[config.mk]
export PLATFORM = sky130hd
export DESIGN_NAME = smac_top
export DESIGN_NICKNAME = d
export VERILOG_FILES = /design/src/common/smac_pkg.sv /design/src/verilog/smac_multiplier.sv /design/src/verilog/smac_top.sv
export SDC_FILE = /design/constraint.sdc
export NUM_CORES = 1
export LEC_CHECK = 0
export ABC_AREA = 1
export BUFFER_PORTS_ARGS = -buffer_cell sky130_fd_sc_hd__buf_4
export CORE_ASPECT_RATIO = 1.4
export CORE_MARGIN = 5
export CORE_UTILIZATION = 42
export CTS_CLUSTER_SIZE = 28
export DETAILED_ROUTE_END_ITERATION = 16
export HOLD_SLACK_MARGIN = 0.05
export SYNTH_ARGS = -nofsm -noshare
export SYNTH_HDL_FRONTEND = slang
export SYNTH_HIERARCHICAL = 1
export SYNTH_SLANG_ARGS = --single-unit
export TNS_END_PERCENT = 50
[constraint.sdc]
create_clock -name sys_clk -period 16.9 [get_ports sys_clk]
set_input_delay 2.535 -clock sys_clk [delete_from_list [all_inputs] [get_ports sys_clk]]
set_output_delay 2.535 -clock sys_clk [all_outputs]
set_load 0.1 [all_outputs]
[src/common/smac_pkg.sv]
// How it works
// [RL1] Operands and results are signed two's complement
// [RL2] Plain operand write recomputes product only
// [RL3] Accumulate operand write adds product into accumulator
// [RL4] Both X addresses load one shared operand
// [RL5] Writing either clear address zeroes accumulator
// [RL6] Results readable next access, no busy
// [RL7] Software writes plain first, accumulate second
// [RL8] Widths: 8-bit operands, 16 product, 32 accumulator
// [RL9] EAh reads product high, EBh low
// [RL10] ECh acc byte1/acc X; EDh byte0/acc Y
// [RL11] EEh byte3, EFh byte2; writes clear
// [RL12] E8h, E9h are write-only operands
// [RL13] Decoded on internal bus, bank 0
// [RL14] Sign-extended product added, wraps silently
// [RL15] Operands hold until overwritten
package smac_pkg;

    // ------------------------------------------------------------
    // Register offsets (bank 0)
    // ------------------------------------------------------------
    localparam logic [7:0] SMAC_PRODUCT_OPERAND_X = 8'hE8;
    localparam logic [7:0] SMAC_PRODUCT_OPERAND_Y = 8'hE9;
    localparam logic [7:0] SMAC_PRODUCT_HIGH_BYTE = 8'hEA;
    localparam logic [7:0] SMAC_PRODUCT_LOW_BYTE  = 8'hEB;
    localparam logic [7:0] SMAC_ACC_BYTE1_ACC_X   = 8'hEC;
    localparam logic [7:0] SMAC_ACC_BYTE0_ACC_Y   = 8'hED;
    localparam logic [7:0] SMAC_ACC_BYTE3_CLEAR_A = 8'hEE;
    localparam logic [7:0] SMAC_ACC_BYTE2_CLEAR_B = 8'hEF;

    // ------------------------------------------------------------
    // Widths and reset values
    // ------------------------------------------------------------
    localparam int          SMAC_OPERAND_W   = 8;
    localparam int          SMAC_PRODUCT_W   = 16;
    localparam int          SMAC_ACC_W       = 32;
    localparam logic [7:0]  SMAC_OPERAND_RST = 8'h00;
    localparam logic [15:0] SMAC_PRODUCT_RST = 16'h0000;
    localparam logic [31:0] SMAC_ACC_RST     = 32'h00000000;
    localparam logic [7:0]  SMAC_UNMAPPED_RD = 8'h00;

endpackage

[src/verilog/smac_multiplier.sv]
`timescale 1ns/1ps
module smac_multiplier
    import smac_pkg::*;
#(
    parameter int OPW = SMAC_OPERAND_W
)
(
    input  wire logic signed [OPW-1:0]   op_x,
    input  wire logic signed [OPW-1:0]   op_y,
    output logic signed      [2*OPW-1:0] product
);

    // Elaboration-time guard: a one-bit operand has no magnitude bits
    if (OPW < 2)
    begin
        $error("smac_multiplier: operand width too small");
    end

    // Signed operands give a signed two's complement product
    assign product = op_x * op_y; // RL1

endmodule

[src/verilog/smac_top.sv]
`timescale 1ns/1ps
module smac_top
    import smac_pkg::*;
#(
    parameter int OPW = SMAC_OPERAND_W
)
(
    input  wire logic         sys_clk,
    input  wire logic         rstn,
    input  wire logic         bank_sel,
    input  wire logic [7:0]   addr,
    input  wire logic [7:0]   wdata,
    input  wire logic         wr_en,
    input  wire logic         rd_en,
    output logic      [7:0]   rdata,
    output logic              rvalid
);

    // Elaboration-time guard: the byte map only fits 8-bit operands
    if (OPW != SMAC_OPERAND_W)
    begin
        $error("smac_top: only 8-bit operands are mapped");
    end

    // ------------------------------------------------------------
    // Address decode
    // ------------------------------------------------------------
    logic bank0_wr;
    logic wr_prod_x;
    logic wr_prod_y;
    logic wr_acc_x;
    logic wr_acc_y;
    logic wr_clear;

    assign bank0_wr  = wr_en && !bank_sel; // RL13
    assign wr_prod_x = bank0_wr && (addr == SMAC_PRODUCT_OPERAND_X); // RL12
    assign wr_prod_y = bank0_wr && (addr == SMAC_PRODUCT_OPERAND_Y); // RL12
    assign wr_acc_x  = bank0_wr && (addr == SMAC_ACC_BYTE1_ACC_X); // RL10
    assign wr_acc_y  = bank0_wr && (addr == SMAC_ACC_BYTE0_ACC_Y); // RL10
    assign wr_clear  = bank0_wr && ((addr == SMAC_ACC_BYTE3_CLEAR_A)
                                 || (addr == SMAC_ACC_BYTE2_CLEAR_B)); // RL11

    // ------------------------------------------------------------
    // Operand registers
    // ------------------------------------------------------------
    logic signed [7:0] opx_r;
    logic signed [7:0] opy_r;
    logic signed [7:0] opx_nxt;
    logic signed [7:0] opy_nxt;

    // One shared X for both paths; untouched operands are kept
    always_comb
    begin
        opx_nxt = opx_r; // RL15
        opy_nxt = opy_r;
        if (wr_prod_x || wr_acc_x)
        begin
            opx_nxt = wdata; // RL4
        end
        if (wr_prod_y || wr_acc_y)
        begin
            opy_nxt = wdata;
        end
    end

    always_ff @(posedge sys_clk or negedge rstn)
    begin
        if (!rstn)
        begin
            opx_r <= SMAC_OPERAND_RST;
            opy_r <= SMAC_OPERAND_RST;
        end
        else
        begin
            opx_r <= opx_nxt;
            opy_r <= opy_nxt;
        end
    end

    // ------------------------------------------------------------
    // Multiplier on next operand values
    // ------------------------------------------------------------
    // Using the next values lets the write cycle itself commit the
    // result, so the very next read already sees it without a busy flag.
    logic signed [15:0] prod_nxt;

    smac_multiplier #(.OPW(OPW)) u_mult
    (
        .op_x    (opx_nxt),
        .op_y    (opy_nxt),
        .product (prod_nxt)
    );

    // ------------------------------------------------------------
    // Product and accumulator
    // ------------------------------------------------------------
    logic signed [15:0] prod_r;
    logic signed [31:0] acc_r; // RL8
    logic signed [31:0] acc_nxt;
    logic               any_op_wr;

    assign any_op_wr = wr_prod_x || wr_prod_y || wr_acc_x || wr_acc_y;

    always_ff @(posedge sys_clk or negedge rstn)
    begin
        if (!rstn)
        begin
            prod_r <= SMAC_PRODUCT_RST;
        end
        else if (any_op_wr)
        begin
            prod_r <= prod_nxt; // RL2
        end
    end

    // Overflow wraps: no flag, by design
    always_comb
    begin
        acc_nxt = acc_r;
        if (wr_clear)
        begin
            acc_nxt = SMAC_ACC_RST; // RL5
        end
        else if (wr_acc_x || wr_acc_y)
        begin
            acc_nxt = acc_r + {{16{prod_nxt[15]}}, prod_nxt}; // RL3 RL14
        end
    end

    always_ff @(posedge sys_clk or negedge rstn)
    begin
        if (!rstn)
        begin
            acc_r <= SMAC_ACC_RST;
        end
        else
        begin
            acc_r <= acc_nxt;
        end
    end

    // ------------------------------------------------------------
    // Read path
    // ------------------------------------------------------------
    logic [7:0] rdata_nxt;

    always_comb
    begin
        rdata_nxt = SMAC_UNMAPPED_RD;
        if (!bank_sel)
        begin
            case (addr)
                SMAC_PRODUCT_HIGH_BYTE: rdata_nxt = prod_r[15:8]; // RL9
                SMAC_PRODUCT_LOW_BYTE:  rdata_nxt = prod_r[7:0]; // RL9
                SMAC_ACC_BYTE1_ACC_X:   rdata_nxt = acc_r[15:8]; // RL10
                SMAC_ACC_BYTE0_ACC_Y:   rdata_nxt = acc_r[7:0]; // RL10
                SMAC_ACC_BYTE3_CLEAR_A: rdata_nxt = acc_r[31:24]; // RL11
                SMAC_ACC_BYTE2_CLEAR_B: rdata_nxt = acc_r[23:16]; // RL11
                default:                rdata_nxt = SMAC_UNMAPPED_RD;
            endcase
        end
    end

    // Read data is registered; one cycle after rd_en, no wait states
    always_ff @(posedge sys_clk or negedge rstn)
    begin
        if (!rstn)
        begin
            rdata  <= SMAC_UNMAPPED_RD;
            rvalid <= 1'b0;
        end
        else
        begin
            rvalid <= rd_en; // RL6
            if (rd_en)
            begin
                rdata <= rdata_nxt;
            end
        end
    end

    // ------------------------------------------------------------
    // Assertions: operands and product
    // ------------------------------------------------------------
    a_shared_x: assert property (@(posedge sys_clk) disable iff (!rstn) // RL4
        (wr_prod_x || wr_acc_x) |=> (opx_r == $past(wdata)))
        else $error("shared X not loaded");

    a_y_loaded: assert property (@(posedge sys_clk) disable iff (!rstn) // RL12
        (wr_prod_y || wr_acc_y) |=> (opy_r == $past(wdata)))
        else $error("Y operand not loaded");

    a_hold_x: assert property (@(posedge sys_clk) disable iff (!rstn) // RL15
        !(wr_prod_x || wr_acc_x) |=> $stable(opx_r))
        else $error("X operand changed without write");

    a_hold_ops: assert property (@(posedge sys_clk) disable iff (!rstn) // RL15
        !(wr_prod_y || wr_acc_y) |=> $stable(opy_r))
        else $error("Y operand changed without write");

    a_prod_update: assert property (@(posedge sys_clk) disable iff (!rstn) // RL2
        (wr_prod_x || wr_prod_y) |=> (prod_r == $past(prod_nxt)))
        else $error("product not updated after plain write");

    // Operands are widened before the multiply so no tool can truncate to 8 bits
    a_signed_mult: assert property (@(posedge sys_clk) disable iff (!rstn) // RL1
        (wr_prod_x || wr_prod_y) |=>
            (prod_r == (16'(opx_r) * 16'(opy_r))))
        else $error("product not signed");

    a_acc_prod_too: assert property (@(posedge sys_clk) disable iff (!rstn) // RL3
        (wr_acc_x || wr_acc_y) |=>
            (prod_r == (16'(opx_r) * 16'(opy_r))))
        else $error("product not shown after accumulate");

    a_ro_wr_ignored: assert property (@(posedge sys_clk) disable iff (!rstn) // RL9
        bank0_wr && ((addr == SMAC_PRODUCT_HIGH_BYTE) || (addr == SMAC_PRODUCT_LOW_BYTE))
            |=> $stable(prod_r) && $stable(acc_r))
        else $error("write to result byte changed state");

    // ------------------------------------------------------------
    // Assertions: accumulator
    // ------------------------------------------------------------
    a_plain_keeps_acc: assert property (@(posedge sys_clk) disable iff (!rstn) // RL2
        (wr_prod_x || wr_prod_y) && !wr_clear |=> $stable(acc_r))
        else $error("accumulator moved on plain write");

    // Expected sum is rebuilt from the stored operands, not from the adder input
    a_acc_adds: assert property (@(posedge sys_clk) disable iff (!rstn) // RL3
        (wr_acc_x || wr_acc_y) |=>
            (acc_r == $past(acc_r) + (32'(opx_r) * 32'(opy_r))))
        else $error("accumulate did not add product");

    a_clear_zero: assert property (@(posedge sys_clk) disable iff (!rstn) // RL5
        wr_clear |=> (acc_r == SMAC_ACC_RST))
        else $error("accumulator not cleared");

    a_other_bank: assert property (@(posedge sys_clk) disable iff (!rstn) // RL13
        wr_en && bank_sel |=> $stable(opx_r) && $stable(opy_r) && $stable(acc_r))
        else $error("write in other bank changed state");

    // ------------------------------------------------------------
    // Assertions: read path
    // ------------------------------------------------------------
    a_rvalid_pulse: assert property (@(posedge sys_clk) disable iff (!rstn) // RL6
        rd_en |=> rvalid)
        else $error("read not answered next cycle");

    a_rvalid_idle: assert property (@(posedge sys_clk) disable iff (!rstn) // RL6
        !rd_en |=> !rvalid)
        else $error("read valid without read");

    a_rdata_hold: assert property (@(posedge sys_clk) disable iff (!rstn) // RL6
        !rd_en |=> $stable(rdata))
        else $error("read data moved without read");

    // Read data shows the state before the read edge, hence the past values
    a_rd_latency: assert property (@(posedge sys_clk) disable iff (!rstn) // RL6
        rd_en && !bank_sel && (addr == SMAC_PRODUCT_LOW_BYTE)
            |=> rvalid && (rdata == $past(prod_r[7:0])))
        else $error("product low read wrong");

    a_rd_prod_high: assert property (@(posedge sys_clk) disable iff (!rstn) // RL9
        rd_en && !bank_sel && (addr == SMAC_PRODUCT_HIGH_BYTE)
            |=> (rdata == $past(prod_r[15:8])))
        else $error("product high read wrong");

    a_rd_acc_b1: assert property (@(posedge sys_clk) disable iff (!rstn) // RL10
        rd_en && !bank_sel && (addr == SMAC_ACC_BYTE1_ACC_X)
            |=> (rdata == $past(acc_r[15:8])))
        else $error("accumulator byte 1 read wrong");

    a_rd_acc_b0: assert property (@(posedge sys_clk) disable iff (!rstn) // RL10
        rd_en && !bank_sel && (addr == SMAC_ACC_BYTE0_ACC_Y)
            |=> (rdata == $past(acc_r[7:0])))
        else $error("accumulator byte 0 read wrong");

    a_rd_acc_top: assert property (@(posedge sys_clk) disable iff (!rstn) // RL11
        rd_en && !bank_sel && (addr == SMAC_ACC_BYTE3_CLEAR_A)
            |=> (rdata == $past(acc_r[31:24])))
        else $error("accumulator top byte read wrong");

    a_rd_acc_b2: assert property (@(posedge sys_clk) disable iff (!rstn) // RL11
        rd_en && !bank_sel && (addr == SMAC_ACC_BYTE2_CLEAR_B)
            |=> (rdata == $past(acc_r[23:16])))
        else $error("accumulator byte 2 read wrong");

    a_rd_wo_zero: assert property (@(posedge sys_clk) disable iff (!rstn) // RL12
        rd_en && !bank_sel
            && ((addr == SMAC_PRODUCT_OPERAND_X) || (addr == SMAC_PRODUCT_OPERAND_Y))
            |=> (rdata == SMAC_UNMAPPED_RD))
        else $error("write-only operand read not zero");

    // ------------------------------------------------------------
    // Cover points
    // ------------------------------------------------------------
    c_plain_mult: cover property (@(posedge sys_clk) disable iff (!rstn)
        wr_prod_x ##[1:4] wr_prod_y);

    c_mac_seq: cover property (@(posedge sys_clk) disable iff (!rstn) // RL7
        wr_prod_x ##[1:4] wr_acc_y ##[1:2] rd_en);

    c_clear: cover property (@(posedge sys_clk) disable iff (!rstn)
        wr_clear ##[1:4] rvalid);

    c_other_bank: cover property (@(posedge sys_clk) disable iff (!rstn)
        wr_en && bank_sel);

    c_restart: cover property (@(posedge sys_clk) disable iff (!rstn)
        $rose(rstn) ##[1:4] rd_en);

endmodule
== Word level (Yosys, flattened, before mapping) ==
Cells that the tools add are included.
Widths: inputs -> output; s select.

* Add/sub/neg operators: 1
* $mul: 1
* Eq/ne operators: 8
* Multiplexer cells: 6
* Reductions and logical operators: 15

{| class="wikitable"
|+ Operators with widths
! kind !! number
|-
| $eq 8x8->1 const B || 8
|-
| $mux 32 || 2
|-
| $pmux 8 s6 || 1
|-
| $add 32x32->32 || 1
|-
| $mux 8 || 3
|-
| $mul 8x8->16 || 1
|-
| $logic_or 1x1->1 || 7
|-
| $logic_and 1x1->1 || 6
|-
| $reduce_bool 2->1 || 1
|-
| $logic_not 1->1 || 1
|}

* Flip-flop bits (word level): 73
* Bits of input ports: 21
* Output and inout port bits: 9
* Logic and storage cells: 37

== Longest topological paths before layout ==
Gate-level depths: netlist of run 1.

* Depth in word-level cells: 9
* Depth in mapped cells: 44
* Mapped depth without buffers: 42

== Modules after synthesis ==
The synthesis of run 1 kept the hierarchy.

{| class="wikitable"
|+ By module, submodules not included
! module !! times used !! cells an instance !! area each (µm²) !! sequential area each (µm²)
|-
| smac_top || 1 || 886 || 5,615.4 || 1,826.8
|-
| smac_multiplier || 1 || 403 || 2,785.2 || 0.0
|}

== Least setup slack after synthesis of run 1 ==
Ideal clock, no wire load.

* Path type: in2reg
* Start point: in addr[4]
* End point: reg acc_r[28]
* Library setup time: 0.117 ns
* Data arrival time: 8.777 ns
* Required time: 16.783 ns
* Setup slack: 8.006 ns
* Stages: 37
* Buffers on the path: 1
* Cells stage by stage: inv_1 > nand4_4 > nor2_4 > nand2_4 > inv_2 > nand2_2 > buf_6 > o21ai_0 > inv_1 > or2_2 > fa_1 > fa_1 > inv_1 > fa_1 > inv_1 > fa_1 > inv_1 > ha_1 > nand2_1 > nor2_1 > nand2_1 > nor2_1 > nor2_1 > inv_1 > nand2_1 > nand2_1 > ha_1 > nand2_1 > inv_1 > nand2_1 > nor3_1 > and2_1 > nand2_1 > nand2_1 > nand2_1 > nand3_1 > nand2_1

* Word-level cells in the longest chain between the ends: 8
* Elaborated cells on any way between the ends: 22
* Those cells by class: add/sub (1); mul (1); eq/ne (6); mux (4); reduce/logical (10)

{| class="wikitable"
|+ RTL lines
! what !! line !! text
|-
| from (decl) || smac_top.sv:11 || <nowiki>input wire logic [7:0] addr,</nowiki>
|-
| $eq 8x8->1, on equally long branches || smac_top.sv:37, smac_top.sv:39 ||
|-
| $logic_and 1x1->1, on equally long branches || smac_top.sv:37, smac_top.sv:39 ||
|-
| $logic_or 1x1->1 (*) || smac_top.sv:60 || <nowiki>if (wr_prod_y || wr_acc_y)</nowiki>
|-
| $mux 8 (*) || smac_top.sv:60 ||
|-
| via opy_nxt[7] || smac_top.sv:49 || <nowiki>logic signed [7:0] opy_nxt;</nowiki>
|-
| $mul 8x8->16 (*) || smac_multiplier.sv:20 || <nowiki>assign product = op_x * op_y;</nowiki>
|-
| via prod_nxt[15] || smac_top.sv:85 || <nowiki>logic signed [15:0] prod_nxt;</nowiki>
|-
| $add 32x32->32 (*) || smac_top.sv:126 || <nowiki>acc_nxt = acc_r + {{16{prod_nxt[15]}}, prod_nxt};</nowiki>
|-
| $mux 32 (*) || smac_top.sv:124 || <nowiki>else if (wr_acc_x || wr_acc_y)</nowiki>
|-
| $mux 32 (*) || smac_top.sv:120 || <nowiki>if (wr_clear)</nowiki>
|-
| to (signal assigned) || smac_top.sv:138 || <nowiki>acc_r <= acc_nxt;</nowiki>
|-
| to (decl) || smac_top.sv:98 || <nowiki>logic signed [31:0] acc_r;</nowiki>
|}

The timed path passes the listed nets; every way through them passes the cells marked *. The select of a mux whose other input is x is not followed.
A chain may end at the register's enable or synchronous reset.

== Final worst setup path of run 1 ==
Same ends and word-level chain as after synthesis.

==> impl_metrics.tcl, run 1 <==
set metrics [dict create \
    cp_data_required_time_ps 17130 \
    cts.hold.buffers_added 0 \
    drive_above_1_share_pct 7.132 \
    postSynthRegisterBits 73 \
    path_common_cell "sky130_fd_sc_hd__nand2_1" \
    critical_path.slowest_cell "sky130_fd_sc_hd__o21ai_0" \
    chip_height_um 177.3 \
    totalWireLength_um 23180 \
    worstHoldPathCells 2 \
    run_status "complete, no violations" \
    core_sq_um 19770 \
    timing.slew.headroom_pct 24.15 \
    placement.io_buffers 29 \
    asyncSetResetFlopFracSynth_pct 100.0 \
    cp-endpoint "acc_r[28]" \
    h_tree_depth 3 \
    via_per_inst 4.867 \
    p_leak_nw 5.716 \
    cp-end-kind "flop" \
    grt_first_pass_wirelength_um 38200 \
    synth.avg_cell_area_sq_um 6.517 \
    synth.yosys.seq_area_share_pct 21.75 \
    mappedNetlistNets 1426 \
    rr_worst_depth 29 \
    dp.final_hpwl_um 19340 \
    worst_r2r_startpoint "opy_r[4]" \
    synth_edf_count 0 \
    r2r_slack_ps 10250 \
    grt_antenna_before_repair 0 \
    synthDistinctLibCells 40 \
    whs_ps 491.0 \
    regToRegEndpoint "acc_r[28]" \
    synth_commonest_cells "508 x sky130_fd_sc_hd__nand2_1, 280 x sky130_fd_sc_hd__inv_1, 74 x sky130_fd_sc_hd__nand3_1, 73 x sky130_fd_sc_hd__dfrtp_1, 63 x sky130_fd_sc_hd__nor2_1" \
    kind_of_launch_point_of_the_worst_setup_path "input pin" \
    final_core_utilization_pct 46.40 \
    min_period_ps 9989 \
    synthCells 1289 \
    tightestPinTransition_ps 1126 \
    start_util_pct 42.50 \
    finalNonFillerCells 1570 \
    power_density_normalized_to_cell_area_nw_per_um2 48.52 \
    grtUsageTotal_pct 21.35 \
    violation_count_after_the_first_detailed_routing_iteration 331 \
    synth-main-ff-cell "sky130_fd_sc_hd__dfrtp_1" \
    post-synth-top-area-cell "sky130_fd_sc_hd__nand2_1" \
    flow.area_growth_from_synthesis_pct 9.190 \
    synthMostInstantiatedCell "sky130_fd_sc_hd__nand2_1" \
    design.die.area_sq_um 22970 \
    hold_path.class "reg -> reg" \
    setup_viol_count_final 0 \
    max_cap_viol_count 0 \
    dr_total_vias 7641 \
    finalCritPeriodShare_pct 59.10 \
    crit_type "in -> reg" \
    synth.top_cell.area_share_pct 22.70 \
    drt_pass1_iterations 5 \
    cts_clk_pin_slew_worst_paths_ps 70 \
    std_cell_rows 61 \
    netlist_top_cells_area "sky130_fd_sc_hd__nand2_1 23%, sky130_fd_sc_hd__dfrtp_1 22%, sky130_fd_sc_hd__fa_1 13%, sky130_fd_sc_hd__inv_1 13%, sky130_fd_sc_hd__ha_1 8.9%" \
    wl_per_cell_um 14.76 \
    place_congestion 1.001 \
    critical_path_peak_fanout 20 \
    clock_sink_count 73 \
    ir_drop_mv 0.04810 \
    clock_path_buffers 2 \
    insertedDiodeCount 0 \
    syn_area_sq_um 8401 \
    clock_insertion_delay_worst_skew_ps 350 \
    first_global_vias 7759 \
    post-cts-setup-buffer-count 0 \
    antenna_left 0 \
    die_width_um 129.5 \
    route.detailed.drc 0 \
    slew_violations 0 \
    design.final.nets 1450 \
    worstSetupStartpoint "addr[4]" \
    cts_buffers 9 \
    crit_path_max_incr_delay_ps 820 \
    clock_tree_from_tritoncts "done" \
    number_of_cells_after_detailed_placement 1554 \
    ctsRootBufferMaster "sky130_fd_sc_hd__clkbuf_16" \
    report.power.total_mw 0.4451 \
    post_cts_resized 0 \
    ys.warnings.count 6 \
    fmax_ghz 0.1001 \
    fin_worst_skew_ps 14.33 \
    rsz_0062_raised_after_global_routing "no" \
    critPathArrivalTime_ps 10220 \
    finalHoldViolCount 0 \
    grt_start_max_net_pins 74 \
    gr-total-overflow 0 \
    final_setup_tns_ps 0 \
    ioPinCount 30 \
]
-- metal layers --
layer | up-vias | share of wire, % | track usage [%]
met1 | 3519 | 38 | 22.77
met3 | 60 | 3.1 | 2.409
met5 | - | 0 | 0
met2 | 167 | 53 | 40.70
met4 | 0 | 5.4 | 10.66
li1 | 3895 | - | -
-- cells by family after synthesis --
kind of cell	after synthesis	synth area share (%)
buf+inv	310	14.37
fa+ha+maj	116	22.28
flops	73	21.75
compound gates	91	6.345
simple gates	686	33.90
xor+xnor	13	1.355
-- per-stage QoR --
step / cell area [sq um] / worst slack [ps]
floorplan: 8401 / 8006
global placement: 8865 / 6602
detailed placement: 8865 / 6489
CTS: 9173 / 6847
global route: 9173 / 6185
finish: 9173 / 6911
-- power by group --
| group | internal [mW] | switching, mW |
|---|---|---|
| registers | 0.178 | 0.00189 |
| logic | 0.0197 | 0.0417 |
| clock network | 0.117 | 0.0871 |
-- how the worst min path moves through the flow --
stage / from / endpoint
2_1_floorplan: prod_r[0] / prod_r[0]
4_1_cts: rdata[7] / rdata[7]
5_1_grt: rdata[0] / rdata[0]
3_3_place_gp: rdata[3] / rdata[3]
6_report: rdata[7] / rdata[7]
3_5_place_dp: rdata[7] / rdata[7]
-- critical path, delay by kind of cell --
kind / cells / cell delay, ps
AOI/OAI and AO/OA: 2 / 1010
and+or+nand+nor: 18 / 2700
buffers and inverters: 7 / 990
adders and majority gates: 6 / 2940
-- area by class of cell --
type	count	area (sq um)
clock buffers	9	225.2
multi-input cells	906	5366
fillers	2110	10600
clock inverters	7	82.58
repair buffers	38	285.3
well taps	252	315.3
flip-flops and latches	73	1827
inverters	285	1071
-- registers in the layout, summed over array words and instances, names as in the netlist --
| signal | cells |
|---|---|
| acc_r | 32 |
| opx_r | 8 |
| opy_r | 8 |
| prod_r | 16 |
| rdata | 8 |
| rvalid | 1 |
-- layout by cell type (no fill, tap or decap), types with 10 or more instances in the layout --
cell / synthesis / routed
sky130_fd_sc_hd__fa_1: 56 / 56
sky130_fd_sc_hd__buf_4: 1 / 38
sky130_fd_sc_hd__o21ai_2: 10 / 10
sky130_fd_sc_hd__nand2_1: 508 / 508
sky130_fd_sc_hd__inv_1: 280 / 280
sky130_fd_sc_hd__nor2_1: 63 / 63
sky130_fd_sc_hd__o21ai_1: 15 / 15
sky130_fd_sc_hd__nand3_1: 74 / 74
sky130_fd_sc_hd__o21ai_0: 22 / 22
sky130_fd_sc_hd__a21oi_1: 32 / 32
sky130_fd_sc_hd__ha_1: 60 / 60
sky130_fd_sc_hd__dfrtp_1: 73 / 73
Note: power is estimated with default switching activity, not from simulation.
==> inputs of run 2 (changes only) <==
==> constraint.sdc (replaced) <==
create_clock -name sys_clk -period 8.2 [get_ports sys_clk]
set_input_delay 1.23 -clock sys_clk [delete_from_list [all_inputs] [get_ports sys_clk]]
set_output_delay 1.23 -clock sys_clk [all_outputs]
set_load 0.1 [all_outputs]
==> run 2 against run 1 <==
Net effect: clock power up 96%; clock skew down 2.9 ps; total power up 100%; wire length down 0.94%; critical path depth up 3; cell count up 0.96%; design area up 1.1%.
==> impl_metrics.tcl, run 2 (synthesis results as in run 1) <==
set metrics [dict create \
    max_cap_viol_count 0 \
    post-route-cell-area_sq_um 9270 \
    filler_cell_count 2083 \
    chip_height_um 177.3 \
    dr_total_vias 7643 \
    slew_violations 0 \
    reg_top3 "acc_r: 32 flops, prod_r: 16 flops" \
    power_density_normalized_to_cell_area_nw_per_um2 97.04 \
    route.detailed.drc 0 \
    setup_viol_count_final 0 \
    totalWireLength_um 22960 \
    drt_pass1_iterations 5 \
    fin_worst_skew_ps 11.45 \
    finalCritPeriodShare_pct 91.06 \
    critical-path-top-delay-family "adder cells" \
    final_setup_tns_ps 0 \
    cts_clk_pin_slew_worst_paths_ps 70 \
    clock_path_buffers 2 \
    grt_start_max_net_pins 58 \
    p_leak_nw 5.789 \
    fmax_ghz 0.1339 \
    post-cts-setup-buffer-count 0 \
    tightestPinTransition_ps 1076 \
    violation_count_after_the_first_detailed_routing_iteration 378 \
    core_sq_um 19770 \
    std_cell_rows 61 \
    clock_tree_from_tritoncts "done" \
    layout.cells.most_common "sky130_fd_sc_hd__nand2_1" \
    cts.hold.buffers_added 0 \
    placedInstanceArea_sq_um 8977 \
    largest_register_by_flop_count "acc_r" \
    grt_first_pass_wirelength_um 38350 \
    crit_path_max_incr_delay_ps 540 \
    wl_per_cell_um 14.49 \
    finalHoldViolCount 0 \
    design.final.nets 1465 \
    cp-end-kind "flop" \
    hold_path.class "reg -> reg" \
    first_global_vias 7786 \
    kind_of_launch_point_of_the_worst_setup_path "input pin" \
    die_width_um 129.5 \
    start_util_pct 42.50 \
    gr-total-overflow 0 \
    cp_data_required_time_ps 8430 \
    ctsRootBufferMaster "sky130_fd_sc_hd__clkbuf_16" \
    h_tree_depth 3 \
    grtUsageTotal_pct 21.23 \
    rsz_0062_raised_after_global_routing "no" \
    clock_sink_count 73 \
    critical_path_peak_fanout 16 \
    crit_type "in -> reg" \
    critical_path.n_buffers_inverters 10 \
    dp.final_hpwl_um 19270 \
    largest_register_ffs 32 \
    grt_antenna_before_repair 0 \
    flow.area_growth_from_synthesis_pct 10.35 \
    clock_insertion_delay_worst_skew_ps 350 \
    ioPinCount 30 \
    placement.io_buffers 29 \
    insertedDiodeCount 0 \
    run_status "complete, no violations" \
    timing.slew.headroom_pct 28.18 \
    post_cts_resized 0 \
    design.die.area_sq_um 22970 \
    highest_count_cells_in_the_layout_ignoring_fill_and_taps "507 x sky130_fd_sc_hd__nand2_1, 280 x sky130_fd_sc_hd__inv_1, 74 x sky130_fd_sc_hd__nand3_1" \
    ir_drop_mv 0.09703 \
    via_per_inst 4.822 \
    cts_buffers 9 \
    place_congestion 0.9457 \
    min_period_ps 7467 \
    critical_path.slowest_cell "sky130_fd_sc_hd__fa_1" \
    critPathArrivalTime_ps 7700 \
    drive_above_1_share_pct 8.252 \
    antenna_left 0 \
]
==> run 2: path summary, 6_finish.rpt <==
check,endpoint,start,slack [ps],depth (start not counted)
min in group asynchronous,opy_r[6],rstn,740,1
max,acc_r[23],bank_sel,730,36
min,rdata[7],rdata[7],480,2
min reg2reg,rdata[7],rdata[7],480,2
max in group asynchronous,prod_r[15],rstn,6410,2
max reg2reg,acc_r[23],opx_r[7],2070,31
==> run 2: power by group <==
group          internal [mW]  leakage, nW  switching, mW
Sequential             0.366         1.01        0.00353
Combinational         0.0448         4.64         0.0862
Clock                  0.214        0.141          0.185
==> run 2: worst register-to-register path, delay by kind of cell, from the launching register on <==
family          cells  cell delay [ps]
fa+ha+maj           6             2860
simple gates       12             1460
buf+inv             9              750
compound gates      4              580
flops               1              360
==> run 2: metal layers <==
metal | part of all wire [%] | track usage (%) | up-vias
met4 | 5.0 | 9.445 | 0
met2 | 53 | 40.51 | 164
met1 | 39 | 23.13 | 3480
li1 | - | - | 3939
met5 | 0 | 0 | -
met3 | 3.0 | 2.409 | 60
==> run 2: stage by stage <==
| step | setup WS, ps | util, % | cells | total power, mW | hold WS, ps |
|---|---|---|---|---|---|
| 3_5_place_dp | 116.6 | 45.41 | 1569 | 0.5085 | 465.7 |
| 3_3_place_gp | 154.9 | 45.41 | 1569 | 0.5073 | 462.7 |
| 6_report | 732.9 | 46.90 | 1585 | 0.8996 | 477.6 |
| 2_1_floorplan | 611.0 | - | 1289 | 0.4566 | 449.2 |
| 4_1_cts | 455.8 | 46.88 | 1585 | 0.9072 | 483.4 |
| 5_1_grt | 123.6 | 46.90 | 1585 | 0.9385 | 507.9 |
==> run 2: final cells by class <==
class / count / area, sq um / share of cell area (%)
Inverter: 285 / 1071 / 11.55
Timing Repair Buffer: 53 / 397.9 / 4.292
Sequential cell: 73 / 1827 / 19.71
Tap cell: 252 / 315.3 / 3.401
Multi-Input combinational cell: 906 / 5369 / 57.92
Clock buffer: 9 / 225.2 / 2.429
Clock inverter: 7 / 65.06 / 0.7018
